File: config.mk
export PLATFORM = sky130hd
export DESIGN_NAME = cpu_op_core
export DESIGN_NICKNAME = d
export VERILOG_FILES = /design/src/cpu_ops_pkg.sv /design/src/cpu_alu.sv /design/src/cpu_op_core.sv
export SDC_FILE = /design/constraint.sdc
export NUM_CORES = 1
export LEC_CHECK = 0
export BUFFER_PORTS_ARGS = -buffer_cell sky130_fd_sc_hd__buf_2
export CAP_MARGIN = 0
export CORE_MARGIN = 5
export CORE_UTILIZATION = 59
export CTS_BUF_LIST = sky130_fd_sc_hd__clkbuf_4
export CTS_CLUSTER_DIAMETER = 100
export DETAILED_ROUTE_END_ITERATION = 10
export PLACE_DENSITY = 0.85
export SETUP_SLACK_MARGIN = 0.2
export SYNTH_ARGS = -nofsm -noshare
export SYNTH_HDL_FRONTEND = slang
export SYNTH_HIERARCHICAL = 1
export SYNTH_SLANG_ARGS = --single-unit
export TNS_END_PERCENT = 1
File: constraint.sdc
create_clock -name ref_clk_i -period 4.4 [get_ports ref_clk_i]
set_input_delay 0.88 -clock ref_clk_i [delete_from_list [all_inputs] [get_ports ref_clk_i]]
set_output_delay 0.88 -clock ref_clk_i [all_outputs]
set_load 0.01 [all_outputs]
File: src/cpu_ops_pkg.sv
// Overview of operation
// - Call advances program counter, pushes low then high byte, then jumps.
// - Call takes 5/6/7/6/5 cycles for direct/extended/ix2/ix1/ix forms.
// - Load accumulator from memory; negative and zero follow, others kept.
// - Load index from memory; negative and zero follow, others kept.
// - Loads take 2/3/4/5/4/3 cycles for imm/dir/ext/ix2/ix1/ix.
// - Shift left: zero into bit 0, old bit 7 to carry, N and Z updated.
// - Arithmetic and logical left shift share one encoding and one operation.
// - Shift right: zero into bit 7, old bit 0 to carry, N cleared, Z updated.
// - Multiply index by accumulator, high byte to index, clear H and C.
// - Negate operand as zero minus value; N, Z and C updated.
// - OR memory into accumulator; N and Z updated, carry kept.
// - OR takes 2/3/4/5/4/3 cycles for imm/dir/ext/ix2/ix1/ix.
// - Rotate left through carry; N and Z updated.
// - Stack stays within 00C0 to 00FF and wraps back to 00FF.
// - Program counter is 13 bits and increments after each fetch.
package cpu_ops_pkg;

  // Core register reset values
  localparam logic [12:0] PC_RST   = 13'h0000;
  localparam logic [5:0]  SP_RST   = 6'h3f;
  localparam logic [6:0]  SP_FIXED = 7'h03;
  localparam logic [7:0]  DATA_RST = 8'h00;
  localparam logic [4:0]  CCR_RST  = 5'h08;
  localparam logic [7:0]  CTRL_RST = 8'h00;
  localparam int          CTRL_RUN_BIT  = 0;
  localparam int          CTRL_HALT_BIT = 1;

  // Register port offsets
  localparam logic [2:0] REG_ACC  = 3'h0;
  localparam logic [2:0] REG_IDX  = 3'h1;
  localparam logic [2:0] REG_CCR  = 3'h2;
  localparam logic [2:0] REG_SP   = 3'h3;
  localparam logic [2:0] REG_PCH  = 3'h4;
  localparam logic [2:0] REG_PCL  = 3'h5;
  localparam logic [2:0] REG_CTRL = 3'h6;

  // Opcode fields
  localparam logic [3:0] HI_IMM   = 4'ha;
  localparam logic [3:0] HI_DIR   = 4'hb;
  localparam logic [3:0] HI_EXT   = 4'hc;
  localparam logic [3:0] HI_IX2   = 4'hd;
  localparam logic [3:0] HI_IX1   = 4'he;
  localparam logic [3:0] HI_IX    = 4'hf;
  localparam logic [3:0] RMW_DIR  = 4'h3;
  localparam logic [3:0] RMW_INHA = 4'h4;
  localparam logic [3:0] RMW_INHX = 4'h5;
  localparam logic [3:0] RMW_IX1  = 4'h6;
  localparam logic [3:0] RMW_IX   = 4'h7;
  localparam logic [3:0] LO_LOADA = 4'h6;
  localparam logic [3:0] LO_LOADX = 4'he;
  localparam logic [3:0] LO_OR    = 4'ha;
  localparam logic [3:0] LO_CALL  = 4'hd;
  localparam logic [3:0] LO_SHL   = 4'h8;
  localparam logic [3:0] LO_SHR   = 4'h4;
  localparam logic [3:0] LO_NEG   = 4'h0;
  localparam logic [3:0] LO_ROTL  = 4'h9;
  localparam logic [7:0] OPC_MUL  = 8'h42;

  // Cycle counts per instruction form
  localparam logic [3:0] CYC_LD_IMM = 4'h2;
  localparam logic [3:0] CYC_LD_DIR = 4'h3;
  localparam logic [3:0] CYC_LD_EXT = 4'h4;
  localparam logic [3:0] CYC_LD_IX2 = 4'h5;
  localparam logic [3:0] CYC_LD_IX1 = 4'h4;
  localparam logic [3:0] CYC_LD_IX  = 4'h3;
  localparam logic [3:0] CYC_JS_DIR = 4'h5;
  localparam logic [3:0] CYC_JS_EXT = 4'h6;
  localparam logic [3:0] CYC_JS_IX2 = 4'h7;
  localparam logic [3:0] CYC_JS_IX1 = 4'h6;
  localparam logic [3:0] CYC_JS_IX  = 4'h5;
  localparam logic [3:0] CYC_RM_DIR = 4'h5;
  localparam logic [3:0] CYC_RM_INH = 4'h3;
  localparam logic [3:0] CYC_RM_IX1 = 4'h6;
  localparam logic [3:0] CYC_RM_IX  = 4'h5;
  localparam logic [3:0] CYC_MUL    = 4'h1;
  localparam logic [3:0] CYC_NOP    = 4'h2;

  typedef enum logic [2:0] {AM_INH, AM_IMM, AM_DIR, AM_EXT, AM_IX2, AM_IX1, AM_IX} amode_t;
  typedef enum logic [2:0] {OP_NOP, OP_LOAD, OP_OR, OP_SHL, OP_SHR, OP_NEG, OP_ROTL,
                            OP_MUL} alu_op_t;
  typedef enum logic [1:0] {DST_NONE, DST_A, DST_X, DST_M} dst_t;

  // Gray codes along fetch, operand, data, write
  typedef enum logic [3:0] {
    S_FETCH = 4'h0, S_OPR1 = 4'h1, S_OPR2 = 4'h3, S_DATA = 4'h2, S_WRITE = 4'h6,
    S_PUSHL = 4'h7, S_PUSHH = 4'h5, S_PAD = 4'h4, S_HALT = 4'hc
  } state_t;

  typedef struct packed {
    logic h;
    logic i;
    logic n;
    logic z;
    logic c;
  } ccr_t;

  typedef struct packed {
    logic [12:0] addr;
    logic        rd;
    logic        wr;
    logic [7:0]  wdata;
  } mem_req_t;

  typedef struct packed {
    amode_t     mode;
    alu_op_t    op;
    dst_t       dst;
    logic       call;
    logic [3:0] cyc;
  } dec_t;

  localparam mem_req_t MEM_IDLE = '{addr: 13'h0000, rd: 1'b0, wr: 1'b0, wdata: 8'h00};

endpackage

File: src/cpu_alu.sv
`timescale 1ns/10ps
module cpu_alu
  import cpu_ops_pkg::*;
(
  input  alu_op_t          op_i,
  input  wire logic [7:0]  opnd_i,
  input  wire logic [7:0]  acc_i,
  input  wire logic [7:0]  idx_i,
  input  ccr_t             ccr_i,
  output logic [7:0]       res_o,
  output logic [15:0]      prod_o,
  output ccr_t             ccr_o
);

  assign prod_o = {8'h00, idx_i} * {8'h00, acc_i};

  // Result and flags; untouched flags pass through
  always_comb begin
    res_o = opnd_i;
    ccr_o = ccr_i;
    case (op_i)
      OP_LOAD: res_o = opnd_i;
      OP_OR:   res_o = acc_i | opnd_i;
      OP_SHL: begin
        res_o   = {opnd_i[6:0], 1'b0};
        ccr_o.c = opnd_i[7];
      end
      OP_SHR: begin
        res_o   = {1'b0, opnd_i[7:1]};
        ccr_o.c = opnd_i[0];
      end
      OP_NEG: begin
        res_o   = 8'h00 - opnd_i;
        ccr_o.c = |opnd_i;
      end
      OP_ROTL: begin
        res_o   = {opnd_i[6:0], ccr_i.c};
        ccr_o.c = opnd_i[7];
      end
      default: res_o = opnd_i;
    endcase
    if (op_i == OP_MUL) begin
      ccr_o.h = 1'b0;
      ccr_o.c = 1'b0;
    end else if (op_i != OP_NOP) begin
      ccr_o.n = (op_i == OP_SHR) ? 1'b0 : res_o[7];
      ccr_o.z = (res_o == 8'h00);
    end
  end

endmodule

File: src/cpu_op_core.sv
`timescale 1ns/10ps
module cpu_op_core
  import cpu_ops_pkg::*;
(
  input  wire logic        ref_clk_i,
  input  wire logic        sys_rst_i,
  input  wire logic        clk_en_i,
  output mem_req_t         mem_req_o,
  input  wire logic [7:0]  mem_rdata_i,
  input  wire logic [2:0]  reg_addr_i,
  input  wire logic [7:0]  reg_wdata_i,
  input  wire logic        reg_wr_i,
  input  wire logic        reg_rd_i,
  output logic [7:0]       reg_rdata_o
);

  state_t      state_reg, state_next;
  logic [12:0] pc_reg, pc_next;
  logic [5:0]  sp_reg, sp_next;
  logic [7:0]  acc_reg, acc_next;
  logic [7:0]  idx_reg, idx_next;
  ccr_t        ccr_reg, ccr_next;
  logic [7:0]  opc_reg, opc_next;
  logic [7:0]  hi_reg, hi_next;
  logic [12:0] ea_reg, ea_next;
  logic [3:0]  cnt_reg, cnt_next;
  mem_req_t    req_reg, req_next;
  logic [7:0]  ctrl_reg, ctrl_next;
  logic [7:0]  rdata_reg, rdata_next;
  logic        finish;
  logic        do_exec;

  // Opcode decode
  function automatic dec_t decode(input logic [7:0] o);
    dec_t       d;
    logic [3:0] hi;
    logic [3:0] lo;
    logic [3:0] ld_c;
    logic [3:0] js_c;
    logic [3:0] rm_c;
    hi   = o[7:4];
    lo   = o[3:0];
    d    = '{mode: AM_INH, op: OP_NOP, dst: DST_NONE, call: 1'b0, cyc: CYC_NOP};
    ld_c = CYC_NOP;
    js_c = CYC_NOP;
    rm_c = CYC_NOP;
    case (hi)
      HI_IMM: begin d.mode = AM_IMM; ld_c = CYC_LD_IMM; end
      HI_DIR: begin d.mode = AM_DIR; ld_c = CYC_LD_DIR; js_c = CYC_JS_DIR; end
      HI_EXT: begin d.mode = AM_EXT; ld_c = CYC_LD_EXT; js_c = CYC_JS_EXT; end
      HI_IX2: begin d.mode = AM_IX2; ld_c = CYC_LD_IX2; js_c = CYC_JS_IX2; end
      HI_IX1: begin d.mode = AM_IX1; ld_c = CYC_LD_IX1; js_c = CYC_JS_IX1; end
      HI_IX:  begin d.mode = AM_IX;  ld_c = CYC_LD_IX;  js_c = CYC_JS_IX;  end
      RMW_DIR: begin d.mode = AM_DIR; rm_c = CYC_RM_DIR; end
      RMW_INHA: rm_c = CYC_RM_INH;
      RMW_INHX: rm_c = CYC_RM_INH;
      RMW_IX1: begin d.mode = AM_IX1; rm_c = CYC_RM_IX1; end
      RMW_IX:  begin d.mode = AM_IX;  rm_c = CYC_RM_IX;  end
      default: d.mode = AM_INH;
    endcase
    if (hi >= HI_IMM) begin
      d.cyc = ld_c;
      if (lo == LO_LOADA) begin
        d.op  = OP_LOAD;
        d.dst = DST_A;
      end else if (lo == LO_LOADX) begin
        d.op  = OP_LOAD;
        d.dst = DST_X;
      end else if (lo == LO_OR) begin
        d.op  = OP_OR;
        d.dst = DST_A;
      end else if (lo == LO_CALL && hi != HI_IMM) begin
        d.call = 1'b1;
        d.cyc  = js_c;
      end else begin
        d.mode = AM_INH;
        d.cyc  = CYC_NOP;
      end
    end else if (o == OPC_MUL) begin
      d.op  = OP_MUL;
      d.cyc = CYC_MUL;
    end else if (hi >= RMW_DIR && hi <= RMW_IX) begin
      d.cyc = rm_c;
      d.dst = (hi == RMW_INHA) ? DST_A : (hi == RMW_INHX) ? DST_X : DST_M;
      if (lo == LO_SHL) begin
        d.op = OP_SHL;
      end else if (lo == LO_SHR) begin
        d.op = OP_SHR;
      end else if (lo == LO_NEG) begin
        d.op = OP_NEG;
      end else if (lo == LO_ROTL) begin
        d.op = OP_ROTL;
      end else begin
        d.mode = AM_INH;
        d.dst  = DST_NONE;
        d.cyc  = CYC_NOP;
      end
    end
    return d;
  endfunction

  // Decode and operand selection
  wire logic [7:0]  cur_opc = (state_reg == S_FETCH) ? mem_rdata_i : opc_reg;
  wire dec_t        dec     = decode(cur_opc);
  wire logic [3:0]  cnt_now = (state_reg == S_FETCH) ? 4'h0 : cnt_reg;
  wire logic        run     = ctrl_reg[CTRL_RUN_BIT];
  wire logic [7:0]  inh_opnd = (dec.dst == DST_X) ? idx_reg : acc_reg;
  wire logic [7:0]  alu_opnd = (dec.mode == AM_INH) ? inh_opnd : mem_rdata_i;
  wire logic [12:0] idx_ext = {5'h00, idx_reg};
  wire logic [12:0] byte_ext = {5'h00, mem_rdata_i};
  wire logic [12:0] pc_inc  = pc_reg + 13'h0001;
  wire logic [5:0]  sp_dec  = sp_reg - 6'h01;
  wire logic        halted  = (state_reg == S_HALT);
  wire logic [7:0]  alu_res;
  wire logic [15:0] alu_prod;
  wire ccr_t        alu_ccr;

  cpu_alu u_alu (
    .op_i   (dec.op),
    .opnd_i (alu_opnd),
    .acc_i  (acc_reg),
    .idx_i  (idx_reg),
    .ccr_i  (ccr_reg),
    .res_o  (alu_res),
    .prod_o (alu_prod),
    .ccr_o  (alu_ccr)
  );

  // Sequencer: one bus access per cycle, padded to the cycle count
  always_comb begin
    state_next = state_reg;
    pc_next    = pc_reg;
    sp_next    = sp_reg;
    acc_next   = acc_reg;
    idx_next   = idx_reg;
    ccr_next   = ccr_reg;
    opc_next   = opc_reg;
    hi_next    = hi_reg;
    ea_next    = ea_reg;
    cnt_next   = cnt_now + 4'h1;
    req_next   = MEM_IDLE;
    finish     = 1'b0;
    do_exec    = 1'b0;
    case (state_reg)
      S_FETCH: begin
        opc_next = mem_rdata_i;
        pc_next  = pc_inc;
        if (dec.mode == AM_INH) begin
          do_exec = 1'b1;
          finish  = 1'b1;
        end else if (dec.mode == AM_IX) begin
          ea_next    = idx_ext;
          state_next = dec.call ? S_PUSHL : S_DATA;
        end else begin
          state_next = S_OPR1;
        end
      end
      S_OPR1: begin
        pc_next = pc_inc;
        case (dec.mode)
          AM_IMM: begin
            do_exec = 1'b1;
            finish  = 1'b1;
          end
          AM_DIR: begin
            ea_next    = byte_ext;
            state_next = dec.call ? S_PUSHL : S_DATA;
          end
          AM_IX1: begin
            ea_next    = byte_ext + idx_ext;
            state_next = dec.call ? S_PUSHL : S_DATA;
          end
          default: begin
            hi_next    = mem_rdata_i;
            state_next = S_OPR2;
          end
        endcase
      end
      S_OPR2: begin
        pc_next    = pc_inc;
        ea_next    = {hi_reg[4:0], mem_rdata_i} + ((dec.mode == AM_IX2) ? idx_ext : 13'h0000);
        state_next = dec.call ? S_PUSHL : S_DATA;
      end
      S_DATA: begin
        do_exec = 1'b1;
        if (dec.dst == DST_M) begin
          state_next = S_WRITE;
        end else begin
          finish = 1'b1;
        end
      end
      S_PUSHL: begin
        sp_next    = sp_dec;
        state_next = S_PUSHH;
      end
      S_PUSHH: begin
        sp_next = sp_dec;
        pc_next = ea_reg;
        finish  = 1'b1;
      end
      S_WRITE: finish = 1'b1;
      S_PAD:   finish = 1'b1;
      S_HALT: begin
        if (run) begin
          state_next = S_FETCH;
        end
      end
      default: state_next = S_HALT;
    endcase
    // Apply the ALU result to its destination
    if (do_exec) begin
      ccr_next = alu_ccr;
      if (dec.op == OP_MUL) begin
        idx_next = alu_prod[15:8];
        acc_next = alu_prod[7:0];
      end else if (dec.dst == DST_A) begin
        acc_next = alu_res;
      end else if (dec.dst == DST_X) begin
        idx_next = alu_res;
      end
    end
    // Stretch each instruction to its documented length
    if (finish) begin
      if (cnt_now + 4'h1 >= dec.cyc) begin
        state_next = run ? S_FETCH : S_HALT;
      end else begin
        state_next = S_PAD;
      end
    end
    // Bus access for the coming cycle
    case (state_next)
      S_FETCH, S_OPR1, S_OPR2: begin
        req_next.addr = pc_next;
        req_next.rd   = 1'b1;
      end
      S_DATA: begin
        req_next.addr = ea_next;
        req_next.rd   = 1'b1;
      end
      S_WRITE: begin
        req_next.addr  = ea_reg;
        req_next.wr    = 1'b1;
        req_next.wdata = alu_res;
      end
      S_PUSHL: begin
        req_next.addr  = {SP_FIXED, sp_next};
        req_next.wr    = 1'b1;
        req_next.wdata = pc_next[7:0];
      end
      S_PUSHH: begin
        req_next.addr  = {SP_FIXED, sp_next};
        req_next.wr    = 1'b1;
        req_next.wdata = {3'h0, pc_reg[12:8]};
      end
      default: req_next = MEM_IDLE;
    endcase
    // Software loads core registers only while halted
    if (halted && reg_wr_i) begin
      if (reg_addr_i == REG_ACC) begin
        acc_next = reg_wdata_i;
      end else if (reg_addr_i == REG_IDX) begin
        idx_next = reg_wdata_i;
      end else if (reg_addr_i == REG_CCR) begin
        ccr_next = reg_wdata_i[4:0];
      end else if (reg_addr_i == REG_SP) begin
        sp_next = reg_wdata_i[5:0];
      end else if (reg_addr_i == REG_PCH) begin
        pc_next = {reg_wdata_i[4:0], pc_reg[7:0]};
      end else if (reg_addr_i == REG_PCL) begin
        pc_next = {pc_reg[12:8], reg_wdata_i};
      end
    end
  end

  // Register port: control write and read mux
  assign ctrl_next = (reg_wr_i && reg_addr_i == REG_CTRL) ? reg_wdata_i : ctrl_reg;

  wire logic [7:0] ctrl_rd = {6'h00, halted, run};
  wire logic [7:0] rd_mux =
    (reg_addr_i == REG_ACC)  ? acc_reg :
    (reg_addr_i == REG_IDX)  ? idx_reg :
    (reg_addr_i == REG_CCR)  ? {3'h0, ccr_reg} :
    (reg_addr_i == REG_SP)   ? {2'h0, sp_reg} :
    (reg_addr_i == REG_PCH)  ? {3'h0, pc_reg[12:8]} :
    (reg_addr_i == REG_PCL)  ? pc_reg[7:0] :
    (reg_addr_i == REG_CTRL) ? ctrl_rd : 8'h00;

  assign rdata_next = reg_rd_i ? rd_mux : 8'h00;

  // Core state
  always_ff @(posedge ref_clk_i or posedge sys_rst_i) begin
    if (sys_rst_i) begin
      state_reg <= S_HALT;
      pc_reg    <= PC_RST;
      sp_reg    <= SP_RST;
      acc_reg   <= DATA_RST;
      idx_reg   <= DATA_RST;
      ccr_reg   <= CCR_RST;
      opc_reg   <= DATA_RST;
      hi_reg    <= DATA_RST;
      ea_reg    <= PC_RST;
      cnt_reg   <= 4'h0;
    end else if (clk_en_i) begin
      state_reg <= state_next;
      pc_reg    <= pc_next;
      sp_reg    <= sp_next;
      acc_reg   <= acc_next;
      idx_reg   <= idx_next;
      ccr_reg   <= ccr_next;
      opc_reg   <= opc_next;
      hi_reg    <= hi_next;
      ea_reg    <= ea_next;
      cnt_reg   <= cnt_next;
    end
  end

  // Bus and register port outputs
  always_ff @(posedge ref_clk_i or posedge sys_rst_i) begin
    if (sys_rst_i) begin
      req_reg   <= MEM_IDLE;
      ctrl_reg  <= CTRL_RST;
      rdata_reg <= DATA_RST;
    end else if (clk_en_i) begin
      req_reg   <= req_next;
      ctrl_reg  <= ctrl_next;
      rdata_reg <= rdata_next;
    end
  end

  assign mem_req_o   = req_reg;
  assign reg_rdata_o = rdata_reg;

endmodule

==> summary.md, run 1 <==
| Metric | Value |
|---|---|
| Status | finished with violations |
| Failing checks | negative setup slack |
| DRC violations left | 0 |
| Worst EP required | 4810 ps |
| TritonCTS Buffers | 9 |
| Worst-path maximum fanout | 6 |
| Buf+Inv Stages, Crit Path | 3 |
| Core area | 19330 um2 |
| Die extent in y | 149.9 um |
| Sequential cell area | 2678 um2 |
| Routed length per instance | 21.73 um |
| Worst Setup End Kind | flop |
| Yosys top cell by area | dfrtp_1 |
| Final ANT Viol Nets | 0 |
| WS Path Type | reg -> reg |
| Initial Util | 59.69% |
| Layout cells sized above 1 | 28.52% |
| Post-synth EDFFs | 0 |
| Total number of vias | 12320 |
| Slew Limit Fails | 0 |
| Max Freq | 207.4 MHz |
| Fill cell count | 1399 |
| Endpoints failing setup | 10 |
| WHS | 482.8 ps |
| Drt pass-1 iters | 6 |
| Final WS setup | -422.5 ps |
| Yosys Warn Count | 6 |
| Primary FF master, synth | dfrtp_1 |
| Worst Setup SP | acc_reg[2] |
| Max FFs per register | 23 |
| Worst skew pair latency | 530 ps |
| GPL Wtd Cong | 0.9934 |
| RSZ-0062 raised after global routing | true |
| Post-Route Utilization | 72.27% |
| R2r startpoint | acc_reg[2] |
| First-pass GRT wire length | 64610 um |
| Clock Tree Buf Depth | 2 |
| Synth Cell Area | 11540 um2 |
| Crit path max-delay cell type | fa_1 |
| Area Overhead vs Synth | 21.08% |
| CTS root buffer | clkbuf_4 |
| Post-synth top area share | 21.03% |
| Commonest non-fill, non-tap cell in the layout | buf_4 |
| Post-synth ARST share | 100.0% |
| CTS tree | yes |
| Slew HR | 27.63% |
| Hold/Removal Path Class | in -> async |
| Largest net degree at the start of global routing | 65 |
| Ports | 55 |
| PortBufs | 54 |
| Fin. Hold Viols | 0 |
| Final min period | 4822 ps |
| CTS H-tree lvls | 3 |
| Crit path launch type | flop |
| Synthesized Nets | 1512 |
| Post-Syn Instances | 1391 |
| Flip-flop and latch count after synthesis | 106 |
| Measured slew at the worst slew-check pin | 1083 ps |
| Die area | 22460 um2 |
| Die width | 149.9 um |
| Worst path top cell family by delay | adder cells |
| Initial DRC count | 1793 |
| Register area share after synthesis | 23.08% |
| Ranking of synthesized cells by area | dfrtp_1, fa_1, ha_1 |
| Top cell by count, worst path | fa_1 |
| Routed WL | 40520 um |
| Fraction of the cycle the final worst path needs | 109.6% |
| Gr usage total | 36.14% |
| Mapped Avg Cell Area | 8.297 um2 |
| Maxcap violations | 0 |
| Worst-path clk slew | 200 ps |
| Crit-path cells | buf_6 -> and2_4 -> fa_2 -> fa_1 -> fa_1 -> inv_1 -> fa_1 -> inv_2 -> ha_4 -> o21a_1 -> o31a_1 -> o31a_1 -> o211ai_1 -> nand2_1 -> a211o_1 -> mux2_2 -> o22ai_1 -> a2bb2oi_1 |
| Antenna violations before repair | 1 |
| Vias in the first global route | 12100 |
| Routed vias/inst | 6.608 |
| Area of the multi-input gates | 8493 um2 |
| Worst path max stage delay | 560 ps |
| Overflow after GRT | 0 |
| Data arrival, critical path | 5230 ps |
| Layout Nets | 1715 |
| Clk_skew | 34.67 ps |
| Std cell rows | 51 |
| Clk sinks | 106 |
| Synth cell types | 105 |
| HPWL Detailed | 30560 um |
| Most frequent cells in the layout | buf_4, nand2_1, nor2_1 |
[metal layers]
| layer | track usage, % | share of wire (%) | wire length, um |
|---|---|---|---|
| met5 | 0 | 0 | 0 |
| met4 | 15.83 | 5.0 | 2037 |
| met3 | 7.480 | 11 | 4597 |
| met2 | 56.84 | 45 | 18300 |
| met1 | 48.30 | 38 | 15590 |
[worst reg2reg max path: cells and delay by family (launching register included)]
kind                     cells  cell delay [ps]
adder cells (fa/ha/maj)      5             2090
flip-flops                   1              490
multiplexers                 1              270
buffers and inverters        3              230
AND/OR/NAND/NOR              2              270
AO/OA/AOI/OAI                7             1330
[synth_stat cells, drive strengths merged, types with 10 or more instances]
cell	n
o22ai	28
fa	38
and3	14
a22o	11
dfrtp	97
mux2	30
clkbuf	52
a221o	14
a21o	12
and2	73
a211oi	16
a2bb2oi	16
o211ai	13
buf	29
xor2	14
nand2	133
o221ai	12
o21ai	73
or3	11
inv	97
nand3	22
mux2i	45
a21oi	97
xnor2	19
ha	59
o31ai	10
nand2b	12
nor3	31
a221oi	18
nor2b	17
nor2	116
[kinds of logic (layout without fill, tap and decap cells)]
logic type	after synthesis	count (layout)	share of synthesized area, %
adder cells (fa/ha/maj)	98	98	13.07
AO/OA/AOI/OAI	424	424	26.34
multiplexers	77	77	7.394
flip-flops	106	106	23.08
XOR/XNOR	33	33	2.504
buffers and inverters	179	387	6.722
other	0	1	0
AND/OR/NAND/NOR	474	474	20.88
[final cells by class]
class	count	share of cell area (%)
inverters	98	2.650
well taps	265	2.373
diodes	1	0.01791
clock inverters	6	0.4388
flip-flops and latches	106	19.16
multi-input cells	1106	60.78
repair buffers	273	14.04
clock buffers	10	0.5372
[final timing paths]
check                                to  slack [ps]  cells after the start
min reg2reg                mem_req_o[8]         500                      1
min                        mem_req_o[2]         480                      2
max reg2reg                  idx_reg[7]        -420                     18
max in group asynchronous  state_reg[3]        3010                      3
max                          idx_reg[7]        -420                     18
min in group ref_clk_i     mem_req_o[8]         500                      1
[metrics by stage]
step	worst slack, ps	std cells	instance area (um2)	TNS (ps)
5_1_grt	-593.6	1865	13970	-4659
3_3_place_gp	-447.4	1834	13440	-4127
3_5_place_dp	-609.2	1834	13440	-7059
6_report	-422.5	1865	13970	-1732
2_1_floorplan	-188.1	1391	11690	-1555
4_1_cts	-341.8	1864	13900	-1345
[what timing repair did]
| item | 4_1_cts | 5_1_grt |
|---|---|---|
| gates resized for setup | 65 | 23 |
| pin swaps | 55 | 10 |
| setup buffers | 14 | 0 |
| endpoints found under the setup margin | 30 | 42 |
| cloned | 0 | 0 |
| hold buffers | 0 | 0 |
Power of run 1 is left out: the tool's default activity adds up to more than one toggle a clock period on the data nets, which glitch-free logic cannot reach.
==> inputs of run 2 (changes only) <==
Settings changed: CORE_ASPECT_RATIO from default to 1.25.
==> summary.md, run 2 (synthesis gave the netlist of run 1 again) <==
| Metric | Value |
|---|---|
| Status | finished with violations |
| Failing checks | negative setup slack |
| Area Overhead vs Synth | 22.11% |
| Std cell rows | 57 (+12%) |
| Vias in the first global route | 12240 (+1.2%) |
| Hold/Removal Path Class | in -> async |
| Measured slew at the worst slew-check pin | 1027 ps (-56.41 ps) |
| Slew HR | 31.40% (+3.8 points) |
| Met2 WL | 18950 um (+3.5%) |
| Top Metal Used | met4 |
| Routed vias/inst | 6.720 (+1.7%) |
| Worst reg-to-reg setup slack | -380 ps (+40 ps) |
| GPL Wtd Cong | 1.015 (+2.2%) |
| Reg2reg end | idx_reg[7] |
| TritonCTS Buffers | 9 (unchanged) |
| Worst skew pair latency | 500 ps (-30 ps) |
| CTS H-tree lvls | 3 (unchanged) |
| Commonest non-fill, non-tap cell in the layout | buf_4 |
| CTS root buffer | clkbuf_4 |
| Drt pass-1 iters | 9 (+3) |
| Final WS setup | -379.1 ps (+43.36 ps) |
| Crit path launch type | flop |
| Die area | 22480 um2 (about the same) |
| Initial DRC count | 1679 (-6.4%) |
| Maxcap violations | 0 (unchanged) |
| Initial Util | 59.71% (about the same) |
| Die width | 135.1 um (-9.9%) |
| Endpoints failing setup | 14 (+4) |
| Fraction of the cycle the final worst path needs | 108.6% (-0.99 points) |
| WS Path Type | reg -> reg |
| Layout Nets | 1728 (+0.76%) |
| Layout cells sized above 1 | 28.97% (+0.45 points) |
| Slew Limit Fails | 0 (unchanged) |
| WHS | 236.5 ps (-246.3 ps) |
| Post-Route Utilization | 72.91% (+0.64 points) |
| DR WL met3 | 4300 um (-6.5%) |
| Hold_buf cts | 0 (unchanged) |
| CTS tree | yes |
| Worst-path clk slew | 190 ps (about the same) |
| Data arrival, critical path | 5180 ps (-50 ps) |
| Fin. Hold Viols | 0 (unchanged) |
| Routed WL | 40870 um (+0.86%) |
| Clk sinks | 106 (unchanged) |
| RSZ-0062 raised after global routing | true |
| Worst Setup End Kind | flop |
| Worst EP required | 4800 ps (about the same) |
| Max Freq | 209.2 MHz (+0.91%) |
| Core area | 19330 um2 (about the same) |
| Routed length per instance | 21.76 um (+0.16%) |
| Most frequent cells in the layout | buf_4, nand2_1, nor2_1 |
| Final ANT Viol Nets | 0 (unchanged) |
| Worst Setup SP | acc_reg[2] |
| R2R depth | 19 (+1) |
| Max FFs per register | 23 (unchanged) |
| DRC violations left | 0 (unchanged) |
| Worst slack, placed | -527.0 ps (+82.20 ps) |
| Antenna violations before repair | 1 (unchanged) |
| HPWL Detailed | 30920 um (+1.2%) |
| Worst-path maximum fanout | 6 (unchanged) |
| PortBufs | 54 (unchanged) |
| Post-Route Setup TNS | -2226 ps (-493.9 ps) |
| Ports | 55 (unchanged) |
| Die extent in y | 166.4 um (+11%) |
| Clk_skew | 35.81 ps (+1.140 ps) |
| Clock Tree Buf Depth | 2 (unchanged) |
| R2r startpoint | acc_reg[2] |
| Routed met1 length | 14790 um (-5.1%) |
| Gr usage total | 35.86% (-0.28 points) |
| Total number of vias | 12620 (+2.4%) |
| Largest net degree at the start of global routing | 54 (-17%) |
| First-pass GRT wire length | 64740 um (+0.20%) |
| Overflow after GRT | 0 (unchanged) |
| Final min period | 4779 ps (-43.36 ps) |
[run 2: worst max-delay path, cell delays in order, from the launching register on]
cell	delay [ps]
dfrtp_2	500
buf_4	160
buf_4	140
and2_4	140
fa_1	560
fa_1	440
fa_1	520
inv_1	50
fa_1	490
inv_2	50
ha_4	210
inv_1	70
nor2_1	50
o31a_1	120
o211ai_1	290
nand2_1	140
a211o_1	300
mux2_4	290
o22ai_2	110
a2bb2oi_1	90
[run 2: per-layer routing]
| layer | global-route usage, % | vias to the layer above |
|---|---|---|
| met2 | 57.41 | 901 |
| met5 | 0 | - |
| li1 | - | 5508 |
| met3 | 6.242 | 234 |
| met4 | 20.39 | 0 |
| met1 | 45.52 | 5978 |
[run 2: through the flow]
stage	area, um2	instances
5_1_grt	14090	1878
3_5_place_dp	13540	1848
4_1_cts	13970	1875
3_3_place_gp	13540	1848
6_report	14090	1878
2_1_floorplan	11690	1391
[run 2: how the worst max path moves through the flow]
stage / cells after the start / slack (ps) / to
floorplan: 19 / -190 / ccr_reg[1]
global placement: 20 / -380 / mem_req_o[22]
detailed placement: 20 / -530 / mem_req_o[20]
CTS: 18 / -320 / idx_reg[7]
global route: 19 / -550 / idx_reg[7]
finish: 19 / -380 / idx_reg[7]
[run 2: what timing repair did]
| item | CTS | global route |
|---|---|---|
| setup buffers | 11 | 2 |
| pin swaps | 54 | 17 |
| endpoints found under the setup margin | 41 | 41 |
| resized for setup | 61 | 25 |
| hold endpoints to repair | 0 | 0 |
[run 2: area by class of cell]
type / count / area (um2)
diodes: 1 / 2.502
clock buffers: 10 / 75.07
multi-input cells: 1106 / 8509
fillers: 1415 / 5235
inverters: 98 / 370.4
well taps: 265 / 331.6
repair buffers: 286 / 2078
flip-flops and latches: 106 / 2676
clock inverters: 6 / 48.80
Power of run 2 is left out for the same reason.
